--- src/include/iupc_pkg.sv ---
// package: constants and types for the integer pipeline control block
// Functional notes
// - every stage starts on rising clock edge
// - four parallel stages: fetch, decode, execute, write
// - fetch stage drives the instruction address
// - decode latches, decodes, reads operands, next address
// - execute computes, prioritises and takes traps
// - write commits only when no trap taken
// - single-cycle instruction: four cycles, one per cycle
// - multicycle instructions insert internal opcodes into decode
// - opcode counts 1,2,2,3,3,1,1; never more than three
// - jump and trap return: no data bus cycle
// - fetching continues into a two-entry prefetch buffer
// - N bus cycles take N plus three cycles
// - load delays fetch one cycle, store two
// - bypass paths forward register-to-register results
// - stall load consumer until load data ready
// - same stall for call and jump link reads
// - branches resolved in decode, one delay slot
// - annul flag kills the delay-slot instruction
// - external hold inputs freeze the pipeline
// - trap annuls followers; handler executes fourth cycle after
// - interlock opcode pairs with a null bus cycle
package iupc_pkg;
    localparam logic [31:0] RESET_PC    = 32'h0000_0000;
    localparam logic [31:0] INSN_BYTES  = 32'h0000_0004;
    localparam logic [4:0]  LINK_REG    = 5'h0F;
    localparam logic [4:0]  ZERO_REG    = 5'h00;
    localparam int          F_OP        = 30;
    localparam int          F_ANNUL     = 29;
    localparam int          F_RD        = 25;
    localparam int          F_COND      = 25;
    localparam int          F_OP2       = 22;
    localparam int          F_OP3       = 19;
    localparam int          F_RS1       = 14;
    localparam int          F_IMM       = 13;
    localparam int          F_RS2       = 0;
    localparam int          W_DISP22    = 22;
    localparam int          W_DISP30    = 30;
    localparam int          M_STORE_BIT = 2;
    localparam logic [1:0]  OP_BRANCH   = 2'h0;
    localparam logic [1:0]  OP_CALL     = 2'h1;
    localparam logic [1:0]  OP_ALU      = 2'h2;
    localparam logic [1:0]  OP_MEM      = 2'h3;
    localparam logic [2:0]  OP2_BCC     = 3'h2;
    localparam logic [5:0]  OP3_JUMP    = 6'h38;
    localparam logic [5:0]  OP3_TRET    = 6'h39;
    localparam logic [3:0]  M_LDD       = 4'h3;
    localparam logic [3:0]  M_STD       = 4'h7;
    localparam logic [3:0]  M_LDSTUB    = 4'hD;
    localparam logic [3:0]  M_SWAP      = 4'hF;
    localparam logic [1:0]  IOP_NONE    = 2'h0;
    localparam logic [1:0]  IOP_LD      = 2'h1;
    localparam logic [1:0]  IOP_LDD     = 2'h2;
    localparam logic [1:0]  IOP_ST      = 2'h2;
    localparam logic [1:0]  IOP_STD     = 2'h3;
    localparam logic [1:0]  IOP_ATOM    = 2'h3;
    localparam logic [1:0]  IOP_JUMP    = 2'h1;
    localparam logic [1:0]  IOP_TRET    = 2'h1;
    localparam logic [1:0]  BYP_RF      = 2'h0;
    localparam logic [1:0]  BYP_WB      = 2'h1;
    localparam logic [1:0]  BYP_DONE    = 2'h2;
    localparam int          CC_N        = 3;
    localparam int          CC_Z        = 2;
    localparam int          CC_V        = 1;
    localparam int          CC_C        = 0;

    typedef enum logic [3:0] {
        CLS_ALU, CLS_IMM, CLS_BRANCH, CLS_CALL, CLS_LD, CLS_LDD,
        CLS_ST, CLS_STD, CLS_ATOM, CLS_JUMP, CLS_TRET
    } iupc_cls_t;

    typedef enum logic [1:0] {BUS_FETCH, BUS_DATA, BUS_NULL} iupc_bus_t;

    typedef struct packed {
        logic [1:0] memory_hold_inputs;
        logic       bus_arbitration_hold;
    } iupc_hold_t;

    typedef struct packed {
        logic        valid;
        logic [31:0] pc;
        logic [31:0] word;
    } iupc_fw_t;

    typedef struct packed {
        logic        valid;
        logic        internal_opcode;
        logic        late;
        logic        wr;
        logic [1:0]  iop_left;
        iupc_cls_t   cls;
        logic [4:0]  rd;
        logic [31:0] pc;
        logic [31:0] word;
    } iupc_stage_t;

    typedef struct packed {
        iupc_hold_t        hs1;
        iupc_hold_t        hs2;
        logic              frz;
        iupc_fw_t [1:0]    pfb;
        iupc_stage_t       dec;
        iupc_stage_t       ex;
        iupc_stage_t       wb;
        logic [31:0]       fa;
        iupc_bus_t         slot;
        logic              pend;
        logic [31:0]       pend_tgt;
        logic              annul;
        logic              trap_wait;
        logic              trap_out;
        logic              ilk;
        logic              commit;
        logic [1:0]        byp1;
        logic [1:0]        byp2;
    } iupc_state_t;
endpackage : iupc_pkg

--- src/rtl/iupc_pipeline_control.sv ---
// module: four-stage integer pipeline control
`timescale 1ns/10ps
`default_nettype none
module iupc_pipeline_control (
    input  wire logic                  clk_sys,
    input  wire logic                  rst_n,
    input  wire logic [31:0]           fetch_word,
    input  wire logic [3:0]            cc_flags,
    input  wire logic [31:0]           indirect_target,
    input  wire logic                  trap_req,
    input  wire logic [31:0]           trap_vector,
    input  wire iupc_pkg::iupc_hold_t  hold_in,
    output logic [31:0]                fetch_addr,
    output var iupc_pkg::iupc_bus_t    bus_slot,
    output var iupc_pkg::iupc_stage_t  dec_stage,
    output var iupc_pkg::iupc_stage_t  ex_stage,
    output var iupc_pkg::iupc_stage_t  wb_stage,
    output logic                       wb_commit,
    output logic [1:0]                 byp_rs1,
    output logic [1:0]                 byp_rs2,
    output logic                       interlock,
    output logic                       trap_taken,
    output logic                       pipe_frozen
);
    function automatic iupc_pkg::iupc_state_t rst_state();
        rst_state    = '0;
        rst_state.fa = iupc_pkg::RESET_PC;
    endfunction : rst_state

    localparam iupc_pkg::iupc_state_t RST_STATE = rst_state();

    function automatic iupc_pkg::iupc_cls_t classify(input logic [31:0] w);
        logic [5:0] op3;
        op3      = w[iupc_pkg::F_OP3 +: 6];
        classify = iupc_pkg::CLS_ALU;
        case (w[iupc_pkg::F_OP +: 2])
            iupc_pkg::OP_BRANCH: begin
                if (w[iupc_pkg::F_OP2 +: 3] == iupc_pkg::OP2_BCC)
                    classify = iupc_pkg::CLS_BRANCH;
                else
                    classify = iupc_pkg::CLS_IMM;
            end
            iupc_pkg::OP_CALL: classify = iupc_pkg::CLS_CALL;
            iupc_pkg::OP_ALU: begin
                if (op3 == iupc_pkg::OP3_JUMP)
                    classify = iupc_pkg::CLS_JUMP;
                else if (op3 == iupc_pkg::OP3_TRET)
                    classify = iupc_pkg::CLS_TRET;
            end
            iupc_pkg::OP_MEM: begin
                case (op3[3:0])
                    iupc_pkg::M_LDD: classify = iupc_pkg::CLS_LDD;
                    iupc_pkg::M_STD: classify = iupc_pkg::CLS_STD;
                    iupc_pkg::M_LDSTUB,
                    iupc_pkg::M_SWAP: classify = iupc_pkg::CLS_ATOM;
                    default: begin
                        if (op3[iupc_pkg::M_STORE_BIT])
                            classify = iupc_pkg::CLS_ST;
                        else
                            classify = iupc_pkg::CLS_LD;
                    end
                endcase
            end
            default: classify = iupc_pkg::CLS_ALU;
        endcase
    endfunction : classify

    // internal opcodes inserted behind each multicycle instruction class
    function automatic logic [1:0] iop_count(input iupc_pkg::iupc_cls_t c);
        case (c)
            iupc_pkg::CLS_LD:   iop_count = iupc_pkg::IOP_LD;
            iupc_pkg::CLS_LDD:  iop_count = iupc_pkg::IOP_LDD;
            iupc_pkg::CLS_ST:   iop_count = iupc_pkg::IOP_ST;
            iupc_pkg::CLS_STD:  iop_count = iupc_pkg::IOP_STD;
            iupc_pkg::CLS_ATOM: iop_count = iupc_pkg::IOP_ATOM;
            iupc_pkg::CLS_JUMP: iop_count = iupc_pkg::IOP_JUMP;
            iupc_pkg::CLS_TRET: iop_count = iupc_pkg::IOP_TRET;
            default:            iop_count = iupc_pkg::IOP_NONE;
        endcase
    endfunction : iop_count

    function automatic logic is_mem(input iupc_pkg::iupc_cls_t c);
        is_mem = c inside {iupc_pkg::CLS_LD, iupc_pkg::CLS_LDD, iupc_pkg::CLS_ST,
                           iupc_pkg::CLS_STD, iupc_pkg::CLS_ATOM};
    endfunction : is_mem

    function automatic logic reads_regs(input iupc_pkg::iupc_cls_t c);
        reads_regs = !(c inside {iupc_pkg::CLS_BRANCH, iupc_pkg::CLS_CALL, iupc_pkg::CLS_IMM});
    endfunction : reads_regs

    // condition code test of a conditional branch
    function automatic logic cond_true(input logic [31:0] w, input logic [3:0] f);
        logic b;
        logic nv;
        nv = f[iupc_pkg::CC_N] ^ f[iupc_pkg::CC_V];
        case (w[iupc_pkg::F_COND +: 3])
            3'h1:    b = f[iupc_pkg::CC_Z];
            3'h2:    b = f[iupc_pkg::CC_Z] | nv;
            3'h3:    b = nv;
            3'h4:    b = f[iupc_pkg::CC_C] | f[iupc_pkg::CC_Z];
            3'h5:    b = f[iupc_pkg::CC_C];
            3'h6:    b = f[iupc_pkg::CC_N];
            3'h7:    b = f[iupc_pkg::CC_V];
            default: b = 1'b0;
        endcase
        cond_true = w[iupc_pkg::F_COND + 3] ^ b;
    endfunction : cond_true

    function automatic iupc_pkg::iupc_stage_t enter(input iupc_pkg::iupc_fw_t f);
        iupc_pkg::iupc_cls_t c;
        c              = classify(f.word);
        enter          = '0;
        enter.valid    = f.valid;
        enter.pc       = f.pc;
        enter.word     = f.word;
        enter.cls      = c;
        enter.iop_left = iop_count(c);
        enter.late     = c inside {iupc_pkg::CLS_LD, iupc_pkg::CLS_LDD, iupc_pkg::CLS_ATOM,
                                   iupc_pkg::CLS_CALL, iupc_pkg::CLS_JUMP};
        enter.wr       = c inside {iupc_pkg::CLS_ALU, iupc_pkg::CLS_IMM,
                                   iupc_pkg::CLS_CALL, iupc_pkg::CLS_JUMP};
        enter.rd       = (c == iupc_pkg::CLS_CALL) ? iupc_pkg::LINK_REG : f.word[iupc_pkg::F_RD +: 5];
    endfunction : enter

    function automatic logic [1:0] byp_sel(input logic [4:0] rs, input iupc_pkg::iupc_stage_t e,
                                           input iupc_pkg::iupc_stage_t w);
        byp_sel = iupc_pkg::BYP_RF;
        if (rs == iupc_pkg::ZERO_REG)
            byp_sel = iupc_pkg::BYP_RF;
        else if (e.valid && e.wr && e.rd == rs)
            byp_sel = iupc_pkg::BYP_WB;
        else if (w.valid && w.wr && w.rd == rs)
            byp_sel = iupc_pkg::BYP_DONE;
    endfunction : byp_sel

    logic [1:0]            rst_sync_reg;
    logic                  rst_core_n;
    iupc_pkg::iupc_state_t s_reg;
    iupc_pkg::iupc_state_t s_next;
    iupc_pkg::iupc_fw_t    inc;
    iupc_pkg::iupc_fw_t    p0;
    iupc_pkg::iupc_fw_t    p1;
    iupc_pkg::iupc_fw_t    pi;
    iupc_pkg::iupc_fw_t    q0;
    iupc_pkg::iupc_fw_t    q1;
    iupc_pkg::iupc_fw_t    q2;
    logic                  trap;
    logic                  ilk;
    logic                  redir;
    logic                  ann_now;
    logic                  dec_free;
    logic [31:0]           tgt;
    logic [31:0]           keep_pc;
    logic [4:0]            rs1;
    logic [4:0]            rs2;

    always_ff @(posedge clk_sys or negedge rst_n) begin
        if (!rst_n)
            rst_sync_reg <= 2'h0;
        else
            rst_sync_reg <= {rst_sync_reg[0], 1'b1};
    end
    assign rst_core_n = rst_sync_reg[1];

    always_comb begin
        s_next   = s_reg;
        inc      = '0;
        p0       = '0;
        p1       = '0;
        pi       = '0;
        q0       = '0;
        q1       = '0;
        q2       = '0;
        trap     = 1'b0;
        ilk      = 1'b0;
        redir    = 1'b0;
        ann_now  = 1'b0;
        dec_free = 1'b0;
        tgt      = s_reg.fa;
        keep_pc  = s_reg.fa;
        rs1      = s_reg.dec.word[iupc_pkg::F_RS1 +: 5];
        rs2      = s_reg.dec.word[iupc_pkg::F_RS2 +: 5];
        s_next.hs1 = hold_in;
        s_next.hs2 = s_reg.hs1;
        s_next.frz = |s_reg.hs2;
        if (!s_reg.frz) begin
            inc.valid = (s_reg.slot == iupc_pkg::BUS_FETCH);
            inc.pc    = s_reg.fa;
            inc.word  = fetch_word;
            trap      = trap_req && s_reg.ex.valid && !s_reg.ex.internal_opcode;
            // write stage
            s_next.wb       = s_reg.ex;
            s_next.commit   = s_reg.ex.valid && s_reg.ex.wr && !trap;
            s_next.trap_out = trap;
            // late result still owed by the instruction in execute
            ilk = s_reg.dec.valid && !s_reg.dec.internal_opcode && reads_regs(s_reg.dec.cls)
                  && s_reg.ex.valid && s_reg.ex.late && s_reg.ex.rd != iupc_pkg::ZERO_REG
                  && (s_reg.ex.rd == rs1
                      || (!s_reg.dec.word[iupc_pkg::F_IMM] && s_reg.ex.rd == rs2));
            s_next.ilk = ilk;
            // control transfer resolved in decode
            if (s_reg.dec.valid && !s_reg.dec.internal_opcode) begin
                if (s_reg.dec.cls == iupc_pkg::CLS_CALL) begin
                    redir   = 1'b1;
                    tgt     = s_reg.dec.pc + {s_reg.dec.word[iupc_pkg::W_DISP30-1:0], 2'b00};
                    keep_pc = s_reg.dec.pc + iupc_pkg::INSN_BYTES;
                end else if (s_reg.dec.cls == iupc_pkg::CLS_BRANCH) begin
                    redir   = cond_true(s_reg.dec.word, cc_flags);
                    tgt     = s_reg.dec.pc + {{8{s_reg.dec.word[iupc_pkg::W_DISP22-1]}},
                                              s_reg.dec.word[iupc_pkg::W_DISP22-1:0], 2'b00};
                    keep_pc = s_reg.dec.pc + iupc_pkg::INSN_BYTES;
                    ann_now = s_reg.dec.word[iupc_pkg::F_ANNUL];
                end
            end
            // indirect transfer resolved in execute
            if (s_reg.ex.valid && !s_reg.ex.internal_opcode
                && s_reg.ex.cls inside {iupc_pkg::CLS_JUMP, iupc_pkg::CLS_TRET}) begin
                redir   = 1'b1;
                tgt     = indirect_target;
                keep_pc = s_reg.ex.pc + iupc_pkg::INSN_BYTES;
            end
            ann_now = ann_now || s_reg.annul;
            // execute stage
            s_next.ex   = s_reg.dec;
            s_next.byp1 = byp_sel(rs1, s_reg.ex, s_reg.wb);
            s_next.byp2 = s_reg.dec.word[iupc_pkg::F_IMM] ? iupc_pkg::BYP_RF
                        : byp_sel(rs2, s_reg.ex, s_reg.wb);
            if (ilk) begin
                // interlock opcode occupies the slot instead
                s_next.ex       = s_reg.dec;
                s_next.ex.internal_opcode   = 1'b1;
                s_next.ex.wr    = 1'b0;
                s_next.ex.late  = 1'b0;
                s_next.ex.iop_left = iupc_pkg::IOP_NONE;
                s_next.byp1     = iupc_pkg::BYP_RF;
                s_next.byp2     = iupc_pkg::BYP_RF;
            end
            // words past the delay slot are discarded on a transfer
            p0       = s_reg.pfb[0];
            p1       = s_reg.pfb[1];
            pi       = inc;
            p0.valid = p0.valid && (!redir || p0.pc == keep_pc);
            p1.valid = p1.valid && (!redir || p1.pc == keep_pc);
            pi.valid = pi.valid && (!redir || pi.pc == keep_pc);
            q0 = p0.valid ? p0 : (p1.valid ? p1 : pi);
            q1 = p0.valid ? (p1.valid ? p1 : pi) : (p1.valid ? pi : '0);
            q2 = (p0.valid && p1.valid) ? pi : '0;
            // decode stage
            dec_free = !ilk && !(s_reg.dec.valid && s_reg.dec.iop_left != iupc_pkg::IOP_NONE);
            if (ilk) begin
                s_next.dec    = s_reg.dec;
                s_next.pfb[0] = q0;
                s_next.pfb[1] = q1;
            end else if (!dec_free) begin
                s_next.dec          = s_reg.dec;
                s_next.dec.internal_opcode      = 1'b1;
                s_next.dec.iop_left = s_reg.dec.iop_left - 2'h1;
                s_next.dec.wr       = (s_reg.dec.iop_left == 2'h1)
                                    && s_reg.dec.cls inside {iupc_pkg::CLS_LD, iupc_pkg::CLS_LDD,
                                                             iupc_pkg::CLS_ATOM};
                s_next.pfb[0]       = q0;
                s_next.pfb[1]       = q1;
            end else begin
                s_next.dec    = enter(q0);
                s_next.pfb[0] = q1;
                s_next.pfb[1] = q2;
                if (ann_now && q0.valid) begin
                    s_next.dec.valid = 1'b0;
                    s_next.annul     = 1'b0;
                end else begin
                    s_next.annul = ann_now;
                end
            end
            // next fetch address
            if (s_reg.slot == iupc_pkg::BUS_FETCH) begin
                s_next.fa   = s_reg.pend ? s_reg.pend_tgt : s_reg.fa + iupc_pkg::INSN_BYTES;
                s_next.pend = 1'b0;
            end
            if (redir) begin
                if (s_reg.fa == keep_pc && s_reg.slot != iupc_pkg::BUS_FETCH) begin
                    // delay slot not fetched yet
                    s_next.pend     = 1'b1;
                    s_next.pend_tgt = tgt;
                end else begin
                    s_next.fa = tgt;
                end
            end
            // bus use of the next cycle
            if (s_reg.trap_wait) begin
                s_next.slot      = iupc_pkg::BUS_FETCH;
                s_next.trap_wait = 1'b0;
            end else if (s_next.dec.valid && s_next.dec.internal_opcode && is_mem(s_next.dec.cls)) begin
                s_next.slot = iupc_pkg::BUS_DATA;
            end else if (s_next.dec.valid && s_next.dec.internal_opcode) begin
                s_next.slot = iupc_pkg::BUS_NULL;
            end else if (ilk) begin
                s_next.slot = iupc_pkg::BUS_NULL;
            end else if (s_next.pfb[1].valid
                         || (s_next.pfb[0].valid && s_next.dec.valid
                             && s_next.dec.iop_left != iupc_pkg::IOP_NONE)) begin
                s_next.slot = iupc_pkg::BUS_NULL;
            end else begin
                s_next.slot = iupc_pkg::BUS_FETCH;
            end
            if (trap) begin
                // everything behind the trapping instruction dies
                s_next.ex        = '0;
                s_next.dec       = '0;
                s_next.pfb       = '0;
                s_next.annul     = 1'b0;
                s_next.pend      = 1'b0;
                s_next.ilk       = 1'b0;
                s_next.fa        = trap_vector;
                s_next.slot      = iupc_pkg::BUS_NULL;
                s_next.trap_wait = 1'b1;
            end
        end
    end

    always_ff @(posedge clk_sys or negedge rst_core_n) begin
        if (!rst_core_n)
            s_reg <= RST_STATE;
        else
            s_reg <= s_next;
    end

    assign fetch_addr  = s_reg.fa;
    assign bus_slot    = s_reg.slot;
    assign dec_stage   = s_reg.dec;
    assign ex_stage    = s_reg.ex;
    assign wb_stage    = s_reg.wb;
    assign wb_commit   = s_reg.commit;
    assign byp_rs1     = s_reg.byp1;
    assign byp_rs2     = s_reg.byp2;
    assign interlock   = s_reg.ilk;
    assign trap_taken  = s_reg.trap_out;
    assign pipe_frozen = s_reg.frz;
endmodule : iupc_pipeline_control
`default_nettype wire

--- config.mk ---
export PLATFORM = sky130hd
export DESIGN_NAME = iupc_pipeline_control
export DESIGN_NICKNAME = d
export VERILOG_FILES = /design/src/include/iupc_pkg.sv /design/src/rtl/iupc_pipeline_control.sv
export SDC_FILE = /design/constraint.sdc
export NUM_CORES = 1
export LEC_CHECK = 0
export ABC_AREA = 1
export BUFFER_PORTS_ARGS = -buffer_cell sky130_fd_sc_hd__buf_2
export CAP_MARGIN = 10
export CORE_UTILIZATION = 30
export DETAILED_ROUTE_END_ITERATION = 6
export PLACE_DENSITY = 0.45
export SYNTH_ARGS = -nofsm -noshare
export SYNTH_HDL_FRONTEND = slang
export SYNTH_SLANG_ARGS = --single-unit
export TNS_END_PERCENT = 1
--- constraint.sdc ---
create_clock -name clk_sys -period 23 [get_ports clk_sys]
set_input_delay 1.15 -clock clk_sys [delete_from_list [all_inputs] [get_ports clk_sys]]
set_output_delay 1.15 -clock clk_sys [all_outputs]
set_load 0.02 [all_outputs]
==> flow_metrics.py, run 1 <==
metrics = {
    "final_layout": {
        "final_cell_area_mm2": 0.0323,
        "drive_gt1_share_pct": 14.6,
        "nets": 4132,
        "largest_reg_flops": 168,
        "area_growth_pct": 9.56,
        "fillers": 10500,
        "final_cell_mix": "1052 x nand2_1, 449 x dfrtp_1, 384 x buf_2, 345 x o21ai_0, 334 x inv_1",
        "final_common_cell": "nand2_1",
    },
    "critical_path": {
        "critPathCaptureType": "register",
        "cp_common_cell": "nand2_1",
        "crit_required_ps": 23500,
        "critical_path_class": "reg -> reg",
        "arrival_ps": 7210,
        "crit_slowest_cell": "buf_4",
        "cp_slowest_stage_delay_ps": 720,
        "crit_fanout": 62,
        "start_kind": "register",
    },
    "global_route": {
        "overflow": 0,
        "grt_first_pass_wirelength_um": 189000,
        "grt_pass1_vias": 26700,
        "grt_max_degree": 171,
        "grt_antenna_before_repair": 12,
        "grt_use_total_pct": 25.7,
    },
    "timing": {
        "setup_slack_ps": 16290,
        "finalSetupViolations": 0,
        "min_period_ps": 6710,
        "hold_viol": 0,
        "rsz0062_at_grt": "false",
        "worst_pin_slew_ps": 1150,
        "skew_ps": 36.9,
        "drv_slew": 0,
        "fmax_mhz": 149,
        "tns_ps": 0,
        "relSlewSlack_pct": 23.2,
        "min_period_over_period_pct": 29.2,
        "holdWs_ps": 289,
    },
    "clock_network": {
        "cts_tree": "built",
        "clock_sinks": 451,
        "cts_setup_buffers": 0,
        "cts_root_buf": "clkbuf_16",
        "cts_hold_buf": 0,
        "ctsHtreeMaxLevel": 2,
        "worst_skew_pair.late_latency_ps": 660,
        "cts_resized": 0,
        "cts_buffer_depth": 3,
        "clk_pin_slew_ps": 70,
        "numCtsBuffers": 56,
    },
    "route": {
        "drt_iter0_markers": 2873,
        "drt_wl_total_um": 131000,
        "drc": 0,
        "wl_per_cell_um": 24.7,
        "vias": 28300,
        "detail-route-antenna-nets": 0,
        "firstDrtPassIters": 6,
        "drt-vias-per-instance": 5.33,
    },
    "pwr": {
        "power_mw": 4.71,
        "peakVddDrop_uv": 63.9,
        "p_leak_nw": 15.1,
        "p_per_area_mw_per_mm2": 146,
    },
    "placement": {
        "dp_worst_setup_slack_ps": 16310,
        "portBuffers": 384,
        "routabilityCongestion": 0.977,
        "hpwl_um": 96300,
        "placed_area_mm2": 0.0305,
    },
    "die": {
        "die_h_um": 316,
        "core_region_area_mm2": 0.0971,
        "die-area_mm2": 0.0997,
        "pin_count": 385,
        "rows": 114,
        "start_util_pct": 30.4,
        "die_x_um": 316,
    },
    "logic_synthesis": {
        "ys_warn_count": 0,
        "netlist_area_mm2": 0.0295,
        "syn-mean-instance-area_um2": 7.41,
        "syn-num-nets": 4134,
        "synthCells": 3986,
        "synth_ff_type": "dfrtp_1",
        "synth_seq_cells": 451,
        "yosysUniqueCellTypes": 64,
        "synthArstFlopShare_pct": 100,
        "yosysSeqAreaShare_pct": 38.2,
        "synth-edff-count": 0,
    },
    "run_status": {
        "status": "complete, no violations",
    },
    "worst_hold_path": {
        "hold_class": "in -> async",
    },
    "run": {
        "drv_cap": 0,
    },
}
layer usage:
| metal | track usage [%] | routed length, µm | up-vias |
|---|---|---|---|
| met5 | 0 | 28 | - |
| met4 | 8.59 | 4280 | 4 |
| met3 | 4.89 | 10300 | 188 |
| met2 | 39.4 | 58200 | 1108 |
| met1 | 36.0 | 58400 | 13800 |
| li1 | - | - | 13200 |
worst max-delay path, delay by kind of cell (launching register included):
| family | cells | cell delay (ps) |
|---|---|---|
| buffers and inverters | 5 | 2080 |
| flip-flops | 1 | 370 |
| AO/OA/AOI/OAI | 2 | 290 |
| AND/OR/NAND/NOR | 26 | 3670 |
through the flow:
stage / std cells / utilization, %
floorplan: 3986 / -
global placement: 5202 / 31.4
detailed placement: 5202 / 31.4
CTS: 5303 / 33.3
global route: 5305 / 33.3
finish: 5307 / 33.3
Yosys cell counts, types with 70 or more instances:
library cell / number / share of area [%]
nand2_1: 1053 / 13
dfrtp_1: 451 / 38
o21ai_0: 345 / 5.8
inv_1: 338 / 4.3
buf_4: 280 / 7.1
nand3_1: 250 / 4.2
nor2_1: 211 / 2.7
o22ai_1: 157 / 3.3
clkbuf_1: 154 / 2.0
o221ai_1: 137 / 4.1
a21oi_1: 110 / 1.9
xor2_1: 70 / 2.1
area by class of cell:
cell class	count	area [µm²]	area share (%)
multi-input cells	2695	14000	43.3
flip-flops and latches	451	11300	34.9
repair buffers	416	2200	6.80
clock buffers	83	1660	5.12
well taps	1276	1600	4.94
inverters	364	1380	4.27
clock inverters	18	211	0.654
diodes	4	10.0	0.0309
cells by family after synthesis:
group           Yosys count  synth area share [%]
simple gates           1636                  23.1
other cells               1                0.0127
flops                   451                  38.2
xor+xnor                100                  2.97
buf+inv                 840                  14.5
fa+ha+maj                42                  1.81
mux                      20                 0.678
compound gates          896                  18.8
final timing paths:
path,slack [ps],endpoint,from,cells after the start
hold reg to reg,350,rst_sync_reg[1],rst_sync_reg[0],0
max in group asynchronous,19600,pipe_frozen,rst_sync_reg[1],3
min in group clk_sys,350,rst_sync_reg[1],rst_sync_reg[0],0
setup reg to reg,16290,bus_slot[1],ex_stage[77],33
hold / removal,290,rst_sync_reg[1],rst_n,1
setup / recovery,16290,bus_slot[1],ex_stage[77],33
power breakdown:
part	switching, mW	internal [mW]	leakage, nW
registers	0.382	1.05	5.97
clock network	0.385	0.540	0.910
logic	1.64	0.721	8.25
total	2.41	2.31	15.1
No activity file was read; power rests on OpenSTA's default activity.
==> run 2: changes to the inputs <==
Clock period 23 ns to 6.55 ns, I/O delays scaled along.
==> run 2 against run 1 <==
Compared with the run above: clock power grew to 3.5 times the previous value; setup slack lost 15000 ps; sequential share of layout area shrank 0.45 points; sequential power grew to 3.5 times the previous value.
==> flow_metrics.py, run 2 (synthesized netlist as in run 1, its figures left out) <==
metrics = {
    "critical_path": {
        "critical_path_class": "reg -> reg",
        "critPathCaptureType": "register",
        "start_kind": "register",
        "ff2ff_path_depth": 32,
        "r2r-end": "bus_slot[1]",
        "cp-endpoint": "bus_slot[1]",
        "ff2ff_setup_slack_ps": 950,
        "crit_required_ps": 7120,
        "cp_common_cell": "nand2_1",
        "cp_slowest_stage_delay_ps": 560,
        "crit_fanout": 65,
        "r2r-start": "dec_stage[77]",
        "cp-startpoint": "dec_stage[77]",
        "crit_slowest_cell": "nand2_1",
        "arrival_ps": 6170,
    },
    "timing": {
        "rsz0062_at_grt": "false",
        "min_period_over_period_pct": 85.5,
        "tns_ps": 0,
        "holdWs_ps": 13.0,
        "min_period_ps": 5600,
        "hold_viol": 0,
        "skew_ps": 20.5,
        "drv_slew": 0,
        "finalSetupViolations": 0,
        "relSlewSlack_pct": 22.1,
        "worst_pin_slew_ps": 1160,
        "fmax_mhz": 179,
        "setup_slack_ps": 952,
    },
    "run": {
        "drv_cap": 0,
    },
    "pwr": {
        "p_leak_nw": 15.3,
        "p_per_area_mw_per_mm2": 503,
        "peakVddDrop_uv": 227,
    },
    "final_layout": {
        "final_cell_mix": "1052 x nand2_1, 449 x dfrtp_1, 384 x buf_2, 345 x o21ai_0, 334 x inv_1",
        "area_growth_pct": 11.0,
        "regArea_mm2": 0.0113,
        "nets": 4169,
        "multiInputGateArea_mm2": 0.0140,
        "final_util_pct": 33.7,
        "final_common_cell": "nand2_1",
        "drive_gt1_share_pct": 14.7,
        "final_cell_area_mm2": 0.0328,
        "fillers": 10400,
        "largest_reg_flops": 168,
    },
    "die": {
        "die-area_mm2": 0.0997,
        "start_util_pct": 30.4,
        "rows": 114,
        "die_h_um": 316,
        "core_region_area_mm2": 0.0971,
        "pin_count": 385,
        "die_x_um": 316,
    },
    "clock_network": {
        "cts_tree": "built",
        "cts_buffer_depth": 3,
        "cts_root_buf": "clkbuf_16",
        "worst_skew_pair.late_latency_ps": 650,
        "clk_pin_slew_ps": 60,
        "cts_setup_buffers": 0,
        "clock_sinks": 451,
        "numCtsBuffers": 57,
        "ctsHtreeMaxLevel": 2,
    },
    "global_route": {
        "grt_pass1_vias": 26700,
        "grt_first_pass_wirelength_um": 187000,
        "overflow": 0,
        "grt_max_degree": 206,
        "grt_antenna_before_repair": 8,
        "grt_use_total_pct": 25.5,
    },
    "route": {
        "vias": 28300,
        "detail-route-antenna-nets": 0,
        "drt-vias-per-instance": 5.30,
        "drc": 0,
        "drt_iter0_markers": 2636,
        "firstDrtPassIters": 6,
        "drt_wl_total_um": 130000,
        "wl_per_cell_um": 24.4,
    },
    "run_status": {
        "status": "complete, no violations",
    },
    "placement": {
        "routabilityCongestion": 0.968,
        "hpwl_um": 95200,
        "placed_area_mm2": 0.0306,
        "portBuffers": 384,
        "dp_worst_setup_slack_ps": 1040,
    },
    "worst_hold_path": {
        "hold_class": "in -> reg",
    },
}
## run 2: cell count changes in the layout (fill, tap and decap cells not counted), sizes merged, moves of 2 or more
| cell | before | now |
|---|---|---|
| dlygate4sd3 | 0 | 29 |
| inv | 353 | 356 |
| clkinv | 21 | 19 |
| diode | 4 | 7 |
| buf | 416 | 423 |
## run 2: metrics by stage
stage / power [mW] / cells
finish: 16.5 / 5348
global route: 17.5 / 5343
CTS: 16.5 / 5341
detailed placement: 13.1 / 5209
global placement: 13.2 / 5209
floorplan: 10.7 / 3986
## run 2: worst min path at each step
stage | start | to | slack (ps) | depth (start not counted)
detailed placement | rst_n | rst_sync_reg[0] | 120 | 1
floorplan | rst_n | rst_sync_reg[0] | 30 | 0
global placement | rst_n | rst_sync_reg[0] | 120 | 1
CTS | trap_vector[6] | fetch_addr[6] | 0.9 | 3
finish | trap_vector[6] | fetch_addr[6] | 10 | 3
global route | trap_vector[28] | fetch_addr[28] | 10 | 3
## run 2: area by class of cell
cell class,count,share of cell area (%)
multi-input cells,2695,42.7
flip-flops and latches,451,34.5
repair buffers,452,7.95
clock buffers,82,4.97
well taps,1276,4.87
inverters,364,4.21
clock inverters,21,0.775
diodes,7,0.0534
## run 2: where the power goes
group / internal (mW) / total (mW) / switching (mW)
registers: 3.68 / 5.02 / 1.34
clock network: 1.92 / 3.28 / 1.36
logic: 2.55 / 8.17 / 5.62
## run 2: metal layers
layer	vias up	wire length, µm	global-route usage (%)
li1	13300	-	-
met1	13800	57700	35.0
met2	1091	58000	39.4
met3	185	10700	6.17
met4	4	3970	7.93
met5	-	22	0
## run 2: worst max-delay path, delay by kind of cell, from the launching register on
| family | cells | cell delay, ps |
|---|---|---|
| DFF | 1 | 380 |
| buffers and inverters | 7 | 1260 |
| and+or+nand+nor | 20 | 3180 |
| xor gates and xnor gates | 1 | 150 |
| AOI/OAI and AO/OA | 4 | 470 |
## run 2: repair_timing
action                                 CTS  global route
endpoints found under the hold margin   29             0
setup endpoints to repair                0             0
hold buffers                            29             0
resized for setup                        0             0
